**src/inc/pfm_params.svh**
```systemverilog
// Pin positions, widths and reset values for the port pin-function mux.
// Assumes inclusion by the package and by the design modules only.
`ifndef PFM_PARAMS_SVH
`define PFM_PARAMS_SVH
`define PFM_K_WIDTH         8
`define PFM_AD_WIDTH        16
`define PFM_M_WIDTH         8
`define PFM_P_WIDTH         6
`define PFM_Q_WIDTH         7
`define PFM_S_WIDTH         8
`define PFM_K_EMU_CS        7
`define PFM_K_EXT_CS        6
`define PFM_K_ADDR_HI       5
`define PFM_EXTENDED_ADDRESS_HI        19
`define PFM_EXTENDED_ADDRESS_LO        14
`define PFM_M_SCL           7
`define PFM_M_SDA           6
`define PFM_M_TXD           5
`define PFM_M_RXD           4
`define PFM_M_DAC_ONE       1
`define PFM_M_DAC_TWO       0
`define PFM_Q_IS_HI         6
`define PFM_Q_IS_LO         4
`define PFM_Q_FAULT_HI      3
`define PFM_S_SS            7
`define PFM_S_SCK           6
`define PFM_S_MOSI          5
`define PFM_S_MISO          4
`define PFM_MEM_EN_RESET    1'h0
`define PFM_PULLUP_RESET    1'h1
`endif

```
**src/inc/pfm_pkg.sv**
```systemverilog
// Types shared by the port pin-function mux modules.
// Assumes the params header is on the include path.
`include "pfm_params.svh"
package pfm_pkg;
   typedef enum logic [1:0] {PH_RESET, PH_SETTLE, PH_RUN} pfm_phase_type;
   typedef logic [`PFM_EXTENDED_ADDRESS_HI-`PFM_EXTENDED_ADDRESS_LO:0] pfm_extended_address_type;
endpackage
```
**src/core/pfm_mux.sv**
```systemverilog
// Pin-function mux for ports K, AD, M, P, Q and S.
// Assumes peripheral enables and port registers arrive on this clock.
//
// How it works
// - Expanded mode with emulation enable drives K7 as emulation select.
// - K7 level at reset release becomes on-chip memory enable.
// - Port K pull-ups on in and after reset, off when bit cleared.
// - Same condition drives K6 as the external chip select.
// - Same condition drives address bits 19..14 on K5..K0.
// - AD pins analog or digital; digital pins give keypad wake-up.
// - Enabled I2C takes M7 as clock line and M6 as data.
// - M5 transmits when serial transmitter on; M4 receives when receiver on.
// - Converter one owns M1, converter two owns M0 when enabled.
// - Enabled fault PWM drives P5..P0, all together or by pairs.
// - Q6..Q4 become active-low current status inputs when enabled.
// - Q3..Q0 become the four fault inputs when enabled.
// - Enabled SPI: S7 select, S6 clock, S5 data out master/in slave.
// - Ports M, P, Q, S stay undriven in and right after reset.
// - Enabled SPI: S4 data in as master, out as slave.
`timescale 1ns/1ns
`include "pfm_params.svh"
module pfm_mux (
   input  wire logic                    clock,
   input  wire logic                    reset_n,
   input  wire logic                    expanded_mode,
   input  wire logic                    port_k_emulation_enable,
   input  wire logic                    port_k_pullup_enable,
   input  wire logic                    emulation_chip_select_n,
   input  wire logic                    external_chip_select_n,
   input  wire pfm_pkg::pfm_extended_address_type  extended_address,
   input  wire logic [`PFM_K_WIDTH-1:0]  k_gpio_out,
   input  wire logic [`PFM_K_WIDTH-1:0]  k_gpio_dir,
   input  wire logic [`PFM_K_WIDTH-1:0]  k_pin_in,
   output logic      [`PFM_K_WIDTH-1:0]  k_pin_out,
   output logic      [`PFM_K_WIDTH-1:0]  k_pin_oe,
   output logic                         port_k_pullup_on,
   output logic                         onchip_memory_enable,
   input  wire logic [`PFM_AD_WIDTH-1:0] ad_digital_enable,
   input  wire logic [`PFM_AD_WIDTH-1:0] ad_wakeup_enable,
   input  wire logic [`PFM_AD_WIDTH-1:0] ad_wakeup_clear,
   input  wire logic [`PFM_AD_WIDTH-1:0] ad_gpio_out,
   input  wire logic [`PFM_AD_WIDTH-1:0] ad_gpio_dir,
   input  wire logic [`PFM_AD_WIDTH-1:0] ad_pin_in,
   output logic      [`PFM_AD_WIDTH-1:0] ad_pin_out,
   output logic      [`PFM_AD_WIDTH-1:0] ad_pin_oe,
   output logic      [`PFM_AD_WIDTH-1:0] ad_analog_select,
   output logic      [`PFM_AD_WIDTH-1:0] analog_port_wakeup,
   output logic                         keypad_wakeup,
   input  wire logic                    i2c_enable,
   input  wire logic                    i2c_scl_low,
   input  wire logic                    i2c_sda_low,
   output logic                         i2c_scl_in,
   output logic                         i2c_sda_in,
   input  wire logic                    serial2_tx_enable,
   input  wire logic                    serial2_transmit,
   input  wire logic                    serial2_rx_enable,
   output logic                         serial2_receive,
   input  wire logic                    dac_one_enable,
   input  wire logic                    dac_two_enable,
   output logic                         dac_one_output,
   output logic                         dac_two_output,
   input  wire logic [`PFM_M_WIDTH-1:0]  m_gpio_out,
   input  wire logic [`PFM_M_WIDTH-1:0]  m_gpio_dir,
   input  wire logic [`PFM_M_WIDTH-1:0]  m_pin_in,
   output logic      [`PFM_M_WIDTH-1:0]  m_pin_out,
   output logic      [`PFM_M_WIDTH-1:0]  m_pin_oe,
   input  wire logic                    pwm_enable,
   input  wire logic                    pwm_all_select,
   input  wire logic [2:0]              pwm_pair_select,
   input  wire logic [`PFM_P_WIDTH-1:0]  fault_pwm_outputs,
   input  wire logic [`PFM_P_WIDTH-1:0]  p_gpio_out,
   input  wire logic [`PFM_P_WIDTH-1:0]  p_gpio_dir,
   input  wire logic [`PFM_P_WIDTH-1:0]  p_pin_in,
   output logic      [`PFM_P_WIDTH-1:0]  p_pin_out,
   output logic      [`PFM_P_WIDTH-1:0]  p_pin_oe,
   input  wire logic                    current_status_enable,
   input  wire logic                    fault_input_enable,
   output logic      [2:0]              current_status_inputs_n,
   output logic      [3:0]              fault_inputs,
   input  wire logic [`PFM_Q_WIDTH-1:0]  q_gpio_out,
   input  wire logic [`PFM_Q_WIDTH-1:0]  q_gpio_dir,
   input  wire logic [`PFM_Q_WIDTH-1:0]  q_pin_in,
   output logic      [`PFM_Q_WIDTH-1:0]  q_pin_out,
   output logic      [`PFM_Q_WIDTH-1:0]  q_pin_oe,
   input  wire logic                    spi_enable,
   input  wire logic                    spi_master,
   input  wire logic                    spi_ss_drive,
   input  wire logic                    spi_ss_out,
   input  wire logic                    spi_sck_out,
   input  wire logic                    spi_mosi_out,
   input  wire logic                    spi_miso_out,
   output logic                         spi_ss_in,
   output logic                         spi_sck_in,
   output logic                         spi_mosi_in,
   output logic                         spi_miso_in,
   input  wire logic [`PFM_S_WIDTH-1:0]  s_gpio_out,
   input  wire logic [`PFM_S_WIDTH-1:0]  s_gpio_dir,
   input  wire logic [`PFM_S_WIDTH-1:0]  s_pin_in,
   output logic      [`PFM_S_WIDTH-1:0]  s_pin_out,
   output logic      [`PFM_S_WIDTH-1:0]  s_pin_oe
);
   import pfm_pkg::*;

   ////////////////////////////////////////////////////////////////////////
   pfm_phase_type phase_d, phase_q;
   logic active, emu_on, mem_en_d, mem_en_q, pull_d, pull_q;
   logic strap_meta_q, strap_q;
   logic [`PFM_K_WIDTH-1:0]  k_sel, k_alt, k_aoe;
   logic [`PFM_AD_WIDTH-1:0] ad_sync, ad_prev_d, ad_prev_q, wake_d, wake_q;
   logic [`PFM_AD_WIDTH-1:0] ad_dir;
   logic [`PFM_M_WIDTH-1:0]  m_sel, m_alt, m_aoe, m_sync;
   logic [`PFM_P_WIDTH-1:0]  p_sel;
   logic [`PFM_Q_WIDTH-1:0]  q_sel, q_sync;
   logic [`PFM_S_WIDTH-1:0]  s_sel, s_alt, s_aoe, s_sync;

   // Settle cycle keeps pins quiet right after release
   always_comb begin
      case (phase_q)
         PH_RESET: phase_d = PH_SETTLE;
         PH_SETTLE: phase_d = PH_RUN;
         PH_RUN: phase_d = PH_RUN;
         default: phase_d = PH_RESET;
      endcase
   end
   assign active = (phase_q == PH_RUN);
   assign emu_on = active & expanded_mode & port_k_emulation_enable;

   always_comb begin
      mem_en_d = mem_en_q;
      if (phase_q == PH_RESET)
         mem_en_d = strap_q;
      pull_d = port_k_pullup_enable;
   end

   always_ff @(posedge clock) begin
      // Strap sync runs through reset, else release latches a stale zero
      strap_meta_q <= k_pin_in[`PFM_K_EMU_CS];
      strap_q      <= strap_meta_q;
      if (!reset_n) begin
         phase_q      <= PH_RESET;
         mem_en_q     <= `PFM_MEM_EN_RESET;
         pull_q       <= `PFM_PULLUP_RESET;
      end else begin
         phase_q      <= phase_d;
         mem_en_q     <= mem_en_d;
         pull_q       <= pull_d;
      end
   end
   assign onchip_memory_enable = mem_en_q;
   assign port_k_pullup_on     = pull_q;

   ////////////////////////////////////////////////////////////////////////
   // Port K: bus signals
   assign k_sel = {`PFM_K_WIDTH{emu_on}};
   assign k_aoe = {`PFM_K_WIDTH{1'h1}};
   assign k_alt = {emulation_chip_select_n, external_chip_select_n,
                   extended_address};

   assign ad_dir = ad_gpio_dir & ad_digital_enable;
   assign ad_analog_select = ~ad_digital_enable;

   // falling edge wake, set beats clear
   always_comb begin
      ad_prev_d = ad_sync;
      wake_d = (wake_q & ~ad_wakeup_clear)
             | (ad_prev_q & ~ad_sync & ad_digital_enable & ad_wakeup_enable);
   end
   always_ff @(posedge clock) begin
      if (!reset_n) begin
         // Matches the sync reset value, so no false fall after reset
         ad_prev_q <= '0;
         wake_q    <= '0;
      end else begin
         ad_prev_q <= ad_prev_d;
         wake_q    <= wake_d;
      end
   end
   assign analog_port_wakeup = wake_q;
   assign keypad_wakeup      = |wake_q;

   ////////////////////////////////////////////////////////////////////////
   // port M selects
   always_comb begin
      m_sel = '0;
      m_alt = '0;
      m_aoe = '0;
      m_sel[`PFM_M_SCL]     = i2c_enable;
      m_sel[`PFM_M_SDA]     = i2c_enable;
      m_aoe[`PFM_M_SCL]     = i2c_scl_low;
      m_aoe[`PFM_M_SDA]     = i2c_sda_low;
      m_sel[`PFM_M_TXD]     = serial2_tx_enable;
      m_alt[`PFM_M_TXD]     = serial2_transmit;
      m_aoe[`PFM_M_TXD]     = 1'h1;
      m_sel[`PFM_M_RXD]     = serial2_rx_enable;
      m_sel[`PFM_M_DAC_ONE] = dac_one_enable;
      m_sel[`PFM_M_DAC_TWO] = dac_two_enable;
   end
   assign i2c_scl_in      = i2c_enable ? m_sync[`PFM_M_SCL] : 1'h1;
   assign i2c_sda_in      = i2c_enable ? m_sync[`PFM_M_SDA] : 1'h1;
   assign serial2_receive = serial2_rx_enable ? m_sync[`PFM_M_RXD] : 1'h1;
   assign dac_one_output  = active & dac_one_enable;
   assign dac_two_output  = active & dac_two_enable;

   assign p_sel = {`PFM_P_WIDTH{pwm_enable}}
                & ({`PFM_P_WIDTH{pwm_all_select}}
                 | {{2{pwm_pair_select[2]}}, {2{pwm_pair_select[1]}},
                    {2{pwm_pair_select[0]}}});

   assign q_sel = {{3{current_status_enable}}, {4{fault_input_enable}}};
   assign current_status_inputs_n = current_status_enable
      ? q_sync[`PFM_Q_IS_HI:`PFM_Q_IS_LO] : 3'h7;
   assign fault_inputs = fault_input_enable
      ? q_sync[`PFM_Q_FAULT_HI:0] : 4'h0;

   always_comb begin
      s_sel = '0;
      s_alt = '0;
      s_aoe = '0;
      s_sel[`PFM_S_SS]   = spi_enable;
      s_sel[`PFM_S_SCK]  = spi_enable;
      s_sel[`PFM_S_MOSI] = spi_enable;
      s_sel[`PFM_S_MISO] = spi_enable;
      s_alt[`PFM_S_SS]   = spi_ss_out;
      s_alt[`PFM_S_SCK]  = spi_sck_out;
      s_alt[`PFM_S_MOSI] = spi_mosi_out;
      s_alt[`PFM_S_MISO] = spi_miso_out;
      s_aoe[`PFM_S_SS]   = spi_master & spi_ss_drive;
      s_aoe[`PFM_S_SCK]  = spi_master;
      s_aoe[`PFM_S_MOSI] = spi_master;
      s_aoe[`PFM_S_MISO] = ~spi_master;
   end
   assign spi_ss_in   = spi_enable ? s_sync[`PFM_S_SS] : 1'h1;
   assign spi_sck_in  = spi_enable ? s_sync[`PFM_S_SCK] : 1'h0;
   assign spi_mosi_in = spi_enable ? s_sync[`PFM_S_MOSI] : 1'h0;
   assign spi_miso_in = spi_enable ? s_sync[`PFM_S_MISO] : 1'h0;

   ////////////////////////////////////////////////////////////////////////
   // registered pin drive
   pfm_pin_cell #(.WIDTH(`PFM_K_WIDTH)) cell_k (
      .clock(clock), .reset_n(reset_n), .active(active), .alt_sel(k_sel),
      .alt_out(k_alt), .alt_oe(k_aoe), .gpio_out(k_gpio_out),
      .gpio_dir(k_gpio_dir), .pin_in(k_pin_in), .pin_out(k_pin_out),
      .pin_oe(k_pin_oe), .in_sync());
   pfm_pin_cell #(.WIDTH(`PFM_AD_WIDTH)) cell_ad (
      .clock(clock), .reset_n(reset_n), .active(active),
      .alt_sel({`PFM_AD_WIDTH{1'h0}}), .alt_out({`PFM_AD_WIDTH{1'h0}}),
      .alt_oe({`PFM_AD_WIDTH{1'h0}}), .gpio_out(ad_gpio_out),
      .gpio_dir(ad_dir), .pin_in(ad_pin_in), .pin_out(ad_pin_out),
      .pin_oe(ad_pin_oe), .in_sync(ad_sync));
   pfm_pin_cell #(.WIDTH(`PFM_M_WIDTH)) cell_m (
      .clock(clock), .reset_n(reset_n), .active(active), .alt_sel(m_sel),
      .alt_out(m_alt), .alt_oe(m_aoe), .gpio_out(m_gpio_out),
      .gpio_dir(m_gpio_dir), .pin_in(m_pin_in), .pin_out(m_pin_out),
      .pin_oe(m_pin_oe), .in_sync(m_sync));
   pfm_pin_cell #(.WIDTH(`PFM_P_WIDTH)) cell_p (
      .clock(clock), .reset_n(reset_n), .active(active), .alt_sel(p_sel),
      .alt_out(fault_pwm_outputs), .alt_oe({`PFM_P_WIDTH{1'h1}}),
      .gpio_out(p_gpio_out), .gpio_dir(p_gpio_dir), .pin_in(p_pin_in),
      .pin_out(p_pin_out), .pin_oe(p_pin_oe), .in_sync());
   pfm_pin_cell #(.WIDTH(`PFM_Q_WIDTH)) cell_q (
      .clock(clock), .reset_n(reset_n), .active(active), .alt_sel(q_sel),
      .alt_out({`PFM_Q_WIDTH{1'h0}}), .alt_oe({`PFM_Q_WIDTH{1'h0}}),
      .gpio_out(q_gpio_out), .gpio_dir(q_gpio_dir), .pin_in(q_pin_in),
      .pin_out(q_pin_out), .pin_oe(q_pin_oe), .in_sync(q_sync));
   pfm_pin_cell #(.WIDTH(`PFM_S_WIDTH)) cell_s (
      .clock(clock), .reset_n(reset_n), .active(active), .alt_sel(s_sel),
      .alt_out(s_alt), .alt_oe(s_aoe), .gpio_out(s_gpio_out),
      .gpio_dir(s_gpio_dir), .pin_in(s_pin_in), .pin_out(s_pin_out),
      .pin_oe(s_pin_oe), .in_sync(s_sync));
endmodule

```
**src/core/pfm_pin_cell.sv**
```systemverilog
// One port of pins: selects alternate or general-purpose drive and
// registers it, and synchronises the pin levels. Assumes one clock.
`timescale 1ns/1ns
module pfm_pin_cell #(
   parameter int WIDTH = 8
) (
   input  wire logic             clock,
   input  wire logic             reset_n,
   input  wire logic             active,
   input  wire logic [WIDTH-1:0] alt_sel,
   input  wire logic [WIDTH-1:0] alt_out,
   input  wire logic [WIDTH-1:0] alt_oe,
   input  wire logic [WIDTH-1:0] gpio_out,
   input  wire logic [WIDTH-1:0] gpio_dir,
   input  wire logic [WIDTH-1:0] pin_in,
   output logic      [WIDTH-1:0] pin_out,
   output logic      [WIDTH-1:0] pin_oe,
   output logic      [WIDTH-1:0] in_sync
);
   logic [WIDTH-1:0] out_d, out_q, oe_d, oe_q, meta_q, sync_q;

   always_comb begin
      out_d = '0;
      oe_d  = '0;
      // Alternate first, else port control
      if (active) begin
         out_d = (alt_sel & alt_out) | (~alt_sel & gpio_out);
         oe_d  = (alt_sel & alt_oe)  | (~alt_sel & gpio_dir);
      end
   end

   always_ff @(posedge clock) begin
      if (!reset_n) begin
         out_q  <= '0;
         oe_q   <= '0;
         meta_q <= '0;
         sync_q <= '0;
      end else begin
         out_q  <= out_d;
         oe_q   <= oe_d;
         meta_q <= pin_in;
         sync_q <= meta_q;
      end
   end

   assign pin_out = out_q;
   assign pin_oe  = oe_q;
   assign in_sync = sync_q;
endmodule

```
**config.mk**
```make
export PLATFORM = sky130hd
export DESIGN_NAME = pfm_mux
export DESIGN_NICKNAME = d
export VERILOG_FILES = /design/src/inc/pfm_pkg.sv /design/src/core/pfm_mux.sv /design/src/core/pfm_pin_cell.sv
export VERILOG_INCLUDE_DIRS = /design/src /design/src/inc
export SDC_FILE = /design/constraint.sdc
export NUM_CORES = 1
export LEC_CHECK = 0
export BUFFER_PORTS_ARGS = -buffer_cell sky130_fd_sc_hd__buf_4
export CAP_MARGIN = 40
export CORE_AREA = 5 5 155 157
export DETAILED_ROUTE_END_ITERATION = 10
export DIE_AREA = 0 0 160 162
export PLACE_DENSITY_LB_ADDON = 0.25
export SYNTH_ARGS = -nofsm -noshare
export SYNTH_HDL_FRONTEND = slang
export SYNTH_SLANG_ARGS = --single-unit
```
**constraint.sdc**
```tcl
create_clock -name clock -period 1.69 [get_ports clock]
set_clock_uncertainty 0.1 [all_clocks]
set_input_delay 0.0845 -clock clock [delete_from_list [all_inputs] [get_ports clock]]
set_output_delay 0.0845 -clock clock [all_outputs]
set_load 0.005 [all_outputs]
```
* Word-level counts from Yosys, hierarchy flattened
Index checks and enable logic that the tools add are counted.
** Storage, ports and cells
- Flip-flop bits (word level) :: 222
** Operators by class
- Bitwise operators :: 46
- Mux-type cells :: 10
- Equal/unequal tests :: 2
- Reductions and logical operators :: 4
** Operator list (count)
- $and A16 B16 Y16 :: 5
- $and A8 B8 Y8 :: 10
- $not A16 Y16 :: 3
- $or A8 B8 Y8 :: 6
- $and A6 B6 Y6 :: 4
- $not A8 Y8 :: 3
- $or A6 B6 Y6 :: 3
- $or A16 B16 Y16 :: 1
- $reduce_or A16 Y1 :: 1
- $and A7 B7 Y7 :: 2
- $and A8 B6 Y8 :: 1
- $mux W1 :: 7
- $not A7 Y7 :: 1
- $not A6 Y6 :: 1
- $and A1 B1 Y1 :: 5
- $mux W4 :: 1
- $pmux W2 S2 :: 1
- $mux W3 :: 1
- $eq A2 B1 Y1 const B :: 1
- $eq A2 B2 Y1 const B :: 1
- $logic_not A2 Y1 :: 1
- $reduce_and A2 Y1 :: 1
- $reduce_or A2 Y1 :: 1
- $not A1 Y1 :: 1

* Depth between registers and ports, before layout
- Word-level depth :: 6
- Depth in mapped cells :: 7

* Cells and area by module
From an unflattened synthesis, not the netlist that was laid out.
** Second synthesis, totals
- Cells, all modules :: 728
- Area, all modules :: 8201.6 um^2
** By module, submodules not included
- pfm_pin_cell at cell_k ... :: seq. area each 640.6 um^2, area each 983.4 um^2, cells an instance 83, times used 3
- pfm_pin_cell at cell_ad :: seq. area each 1281.2 um^2, area each 1976.9 um^2, cells an instance 167, times used 1
- pfm_mux :: seq. area each 760.7 um^2, area each 1660.3 um^2, cells an instance 176, times used 1
- pfm_pin_cell at cell_q :: seq. area each 560.5 um^2, area each 868.3 um^2, cells an instance 73, times used 1
- pfm_pin_cell at cell_p :: seq. area each 480.5 um^2, area each 745.7 um^2, cells an instance 63, times used 1

* Worst setup path after synthesis
No wires, ideal clock.
- Path kind :: flip-flop to flip-flop
- Start point :: register phase_q[0]
- End point :: register cell_ad.oe_q[10] (netlist: cell_ad.pin_oe[10])
- Period minus slack after synthesis :: 1342 ps
- Data required time :: 1474 ps
- Slack :: 348 ps
- Stages on the path, launching flop included :: 7
- Arrival time :: 1127 ps
- Cells stage by stage :: dfxtp_1 inv_1 ha_1 buf_6 and2_1 buf_4 and3_1
** Between the ends
- Longest elaborated chain between the ends :: 2
** RTL lines
- start: declaration :: RTL line pfm_mux.sv:105 : pfm_phase_type phase_d, phase_q;
- start signal: assignment :: RTL line pfm_mux.sv:144 : phase_q <= phase_d;
- $eq A2 B2 Y1 :: RTL line pfm_mux.sv:125 : assign active = (phase_q == PH_RUN);
- $reduce_and A2 Y1 (no source line)
- end signal: assignment :: RTL line pfm_pin_cell.sv:35 : oe_q <= '0;
- end signal: assignment :: RTL line pfm_pin_cell.sv:40 : oe_q <= oe_d;
- end: declaration :: RTL line pfm_pin_cell.sv:20 : logic [WIDTH-1:0] out_d, out_q, oe_d, oe_q, meta_q, sync_q;
No other way between the ends.
A chain may end at the register's enable or synchronous reset.

* Worst setup path after layout
- Start point :: register wake_q[0] (netlist: analog_port_wakeup[0])
- End point :: output keypad_wakeup
** Between the ends
- Longest elaborated chain between the ends :: 1
** RTL lines
- start: declaration :: RTL line pfm_mux.sv:109 : logic [`PFM_AD_WIDTH-1:0] ad_sync, ad_prev_d, ad_prev_q, wake_d, wake_q;
- start signal: assignment :: RTL line pfm_mux.sv:175 : wake_q <= wake_d;
- $reduce_or A16 Y1 :: RTL line pfm_mux.sv:179 : assign keypad_wakeup = |wake_q;
- end: declaration :: RTL line pfm_mux.sv:48 : output logic keypad_wakeup,
No other way between the ends.

==> metrics.md <==
| Metric | Value |
|---|---|
| Power density over the cells | `approximately 920 nW/µm²` |
| Unrepaired setup endpoints after global routing | `yes` |
| VDD IR max | `0.591 mV` |
| Remaining DRCs | `0` |
| Worst-path clk slew | `roughly 0.060 ns` |
| Netlist Area Pre-Place | `approximately 6500 µm²` |
| Slowest stage cell on the critical path | `dfxtp_2` |
| Avg WL per Cell | `about 16 µm` |
| Worst Tran Pin Value | `between 0.3 and 0.4 ns` |
| IO Pins | `approximately 400` |
| CORE AREA | `22400 µm²` |
| Gr usage total | `17.4%` |
| Final GP Congestion | `between 0.7 and 0.8` |
| Top cell by count, worst path | `buf_4` |
| Violated checks | `setup timing` |
| Pre-Repair DR Iteration Count | `4` |
| Initial core utilization | `28.9%` |
| Vias/cell | `roughly 4.2` |
| Synth top area cells | `dfxtp_1 63%, and2_1 9.4%, and3_1 4.3%, mux2i_1 3.4%, nand2b_1 2.8%` |
| Synth area leader | `dfxtp_1` |
| Total gr overflow | `0` |
| Tightest Hold Check Type | `in -> reg` |
| Routed WL | `24.1 mm` |
| #FFs+latches synth | `slightly above 200` |
| Iteration-0 DRC Markers | `between 200 and 300` |
| Total number of vias | `approximately 6200` |
| TritonCTS clock tree | `built` |
| Syn nets | `approximately 820` |
| Worst Setup End Kind | `output pin` |
| Max-cap violations | `0` |
| Commonest non-fill, non-tap cell in the layout | `buf_4` |
| Commonest non-fill, non-tap cells in the layout | `390 x buf_4, 234 x dlygate4sd3_1, 201 x dfxtp_1, 97 x and2_1, 44 x and3_1` |
| Placed cells | `between 1000 and 1500` |
| Post-synth top area share | `between 60% and 70%` |
| Fill cells | `1800` |
| Startpoint Class | `flop` |
| Post-placement setup slack | `around 0.15 ns` |
| Final ANT Viol Nets | `0` |
| Final Util | `57.3%` |
| Layout area overhead | `98.1%` |
| Worst path cell trace | `nor4_4 > buf_4 > nand4_1 > buf_4` |
| First-pass GRT wire length | `roughly 37 mm` |
| Final worst path period share | `101%` |
| Synth unique cells | `29` |
| Port Buffers | `between 300 and 400` |
| Maximum operating frequency | `between 500 and 600 MHz` |
| Post-DP HPWL | `between 15 and 20 mm` |
| Final Hold Vio Count | `0` |
| Largest net degree at the start of global routing | `84` |
| Crit Path Class | `reg -> out` |
| Die W | `about 160 µm` |
| Synthesized instance count | `around 570` |
| Die ar. | `approximately 26000 µm²` |
| Worst skew pair latency | `roughly 0.5 ns` |
| Critical Path Fanout Max | `2` |
| Synth async-reset ratio | `0%` |
| CTS Sinks | `approximately 200` |
| Final net count | `between 1000 and 1500` |
| CP required | `approximately 1.5 ns` |
| Buffers plus inverters on the worst setup path | `2` |
| Top FF cell, synth | `dfxtp_1` |
| Yosys warning count | `0` |
| Ratio of cells with drive above 1 in the final layout | `between 30 and 40%` |
| P_leak | `approximately 6.0 nW` |
| H-tree levels | `1` |
| Final Max Tran Viols | `0` |
| Die height | `~160 µm` |
| Status | `finished with violations` |
| Min Hold Slack | `0.0477 ns` |
| Filler-free cell count of the finished design | `between 1000 and 1500` |
| Post-synth EDFFs | `0` |
| Family with the most delay on the worst path | `simple AND/OR/NAND/NOR gates` |
| CTS Buf Count | `23` |
| CTS Buffer Depth | `3` |
| Final total power | `around 12 mW` |
| Vias in the first global route | `6699` |
| Setup slack after layout | `-0.00928 ns` |
| WP data arrival | `approximately 1.5 ns` |
| Post-layout min period | `around 1.7 ns` |
| Crit-path max cell delay | `about 0.33 ns` |
| Final setup vio count | `1` |
| Root Buffer | `clkbuf_16` |
| Rel. slew slack | `roughly 78%` |
| Antenna violations before repair | `1` |
| Syn Area/Cell | `around 11 µm²` |
| Standard-cell row count | `55` |
| Sequential-to-total area share from yosys stat | `63.1%` |
power by group:
part | leakage, nW | total (mW) | internal (mW) | switching, mW
sequential | 1.66 | 5.09 | 5.02 | 0.0658
combinational | 4.01 | 1.74 | 1.13 | 0.611
clock | 0.369 | 4.95 | 3.01 | 1.93
synth_stat cells, types with 9 or more instances:
master	instances
nand3_1	29
nand2b_1	29
a21boi_0	11
nand4b_1	16
nor3b_1	10
inv_1	18
and3_1	44
mux2i_1	22
and2_1	97
nor2_1	9
dfxtp_1	204
o21a_1	17
flip-flops by register name, indices dropped and copies added (netlist names), 7 cells and up:
name,count
cell_q.pin_oe,7
cell_k.pin_oe,8
cell_ad.in_sync,16
cell_q.in_sync,7
analog_port_wakeup,16
cell_m.pin_oe,8
cell_q.pin_out,7
ad_prev_q,16
cell_s.pin_out,8
cell_k.pin_out,8
cell_q.meta_q,7
cell_ad.pin_oe,16
cell_s.pin_oe,8
cell_ad.pin_out,16
cell_ad.meta_q,16
cell_m.pin_out,8
routing by layer:
layer  GRT usage (%)  part of all wire (%)  vias up
met1            19.1                    39     2812
met3            4.54                   6.7       61
met4            6.65                   3.3        0
li1                -                     -     3104
met5               0                     0        -
met2            32.0                    51      259
path summary, 6_finish.rpt:
path,to,cells after the start,from,slack [ns]
worst max-delay path,keypad_wakeup,4,analog_port_wakeup[0]$_SDFF_PN0_,-0.009
worst min register to register,strap_q$_DFF_P_,0,strap_meta_q$_DFF_P_,0.23
worst min-delay path,cell_q.pin_out[1]$_SDFF_PN0_,3,fault_input_enable,0.05
worst max register to register,cell_k.pin_out[0]$_SDFF_PN0_,6,phase_q[0]$_SDFF_PN0_,0.10
area by class of cell:
cell class | instances | area (µm²) | area share, %
clock inverters | 7 | 91.3 | 0.713
well taps | 285 | 357 | 2.78
diodes | 1 | 2.50 | 0.0195
flip-flops and latches | 204 | 4090 | 31.9
clock buffers | 32 | 659 | 5.14
inverters | 18 | 67.6 | 0.527
multi-input cells | 310 | 2140 | 16.7
repair buffers | 631 | 5410 | 42.2
what timing repair did:
item                       in CTS  in global routing
cloned                          0                  2
buffers inserted                3                  3
pin swaps                       2                  1
setup endpoints to repair       3                 23
hold endpoints to repair      156                  0
gates resized for setup         7                  8
hold buffers                  234                  0
worst min-delay path, delay by kind of cell:
| kind | cells | cell delay (ns) |
|---|---|---|
| buffers and inverters | 1 | 0.10 |
| and+or+nand+nor | 2 | 0.42 |
kinds of logic after synthesis:
kind of cell	count (synthesis)	synth area share [%]
fa+ha+maj	3	0.580
buf+inv	51	4.35
simple gates	248	24.4
mux	22	3.40
flops	204	63.1
compound gates	37	4.14
through the flow:
step | cell area, µm² | setup TNS [ns]
floorplan | 6470 | 0
global placement | 9560 | 0
detailed placement | 9560 | 0
CTS | 12700 | -0.0618
global route | 12800 | -0.0767
finish | 12800 | -0.00928
Note: power is estimated with default switching activity, not from simulation.
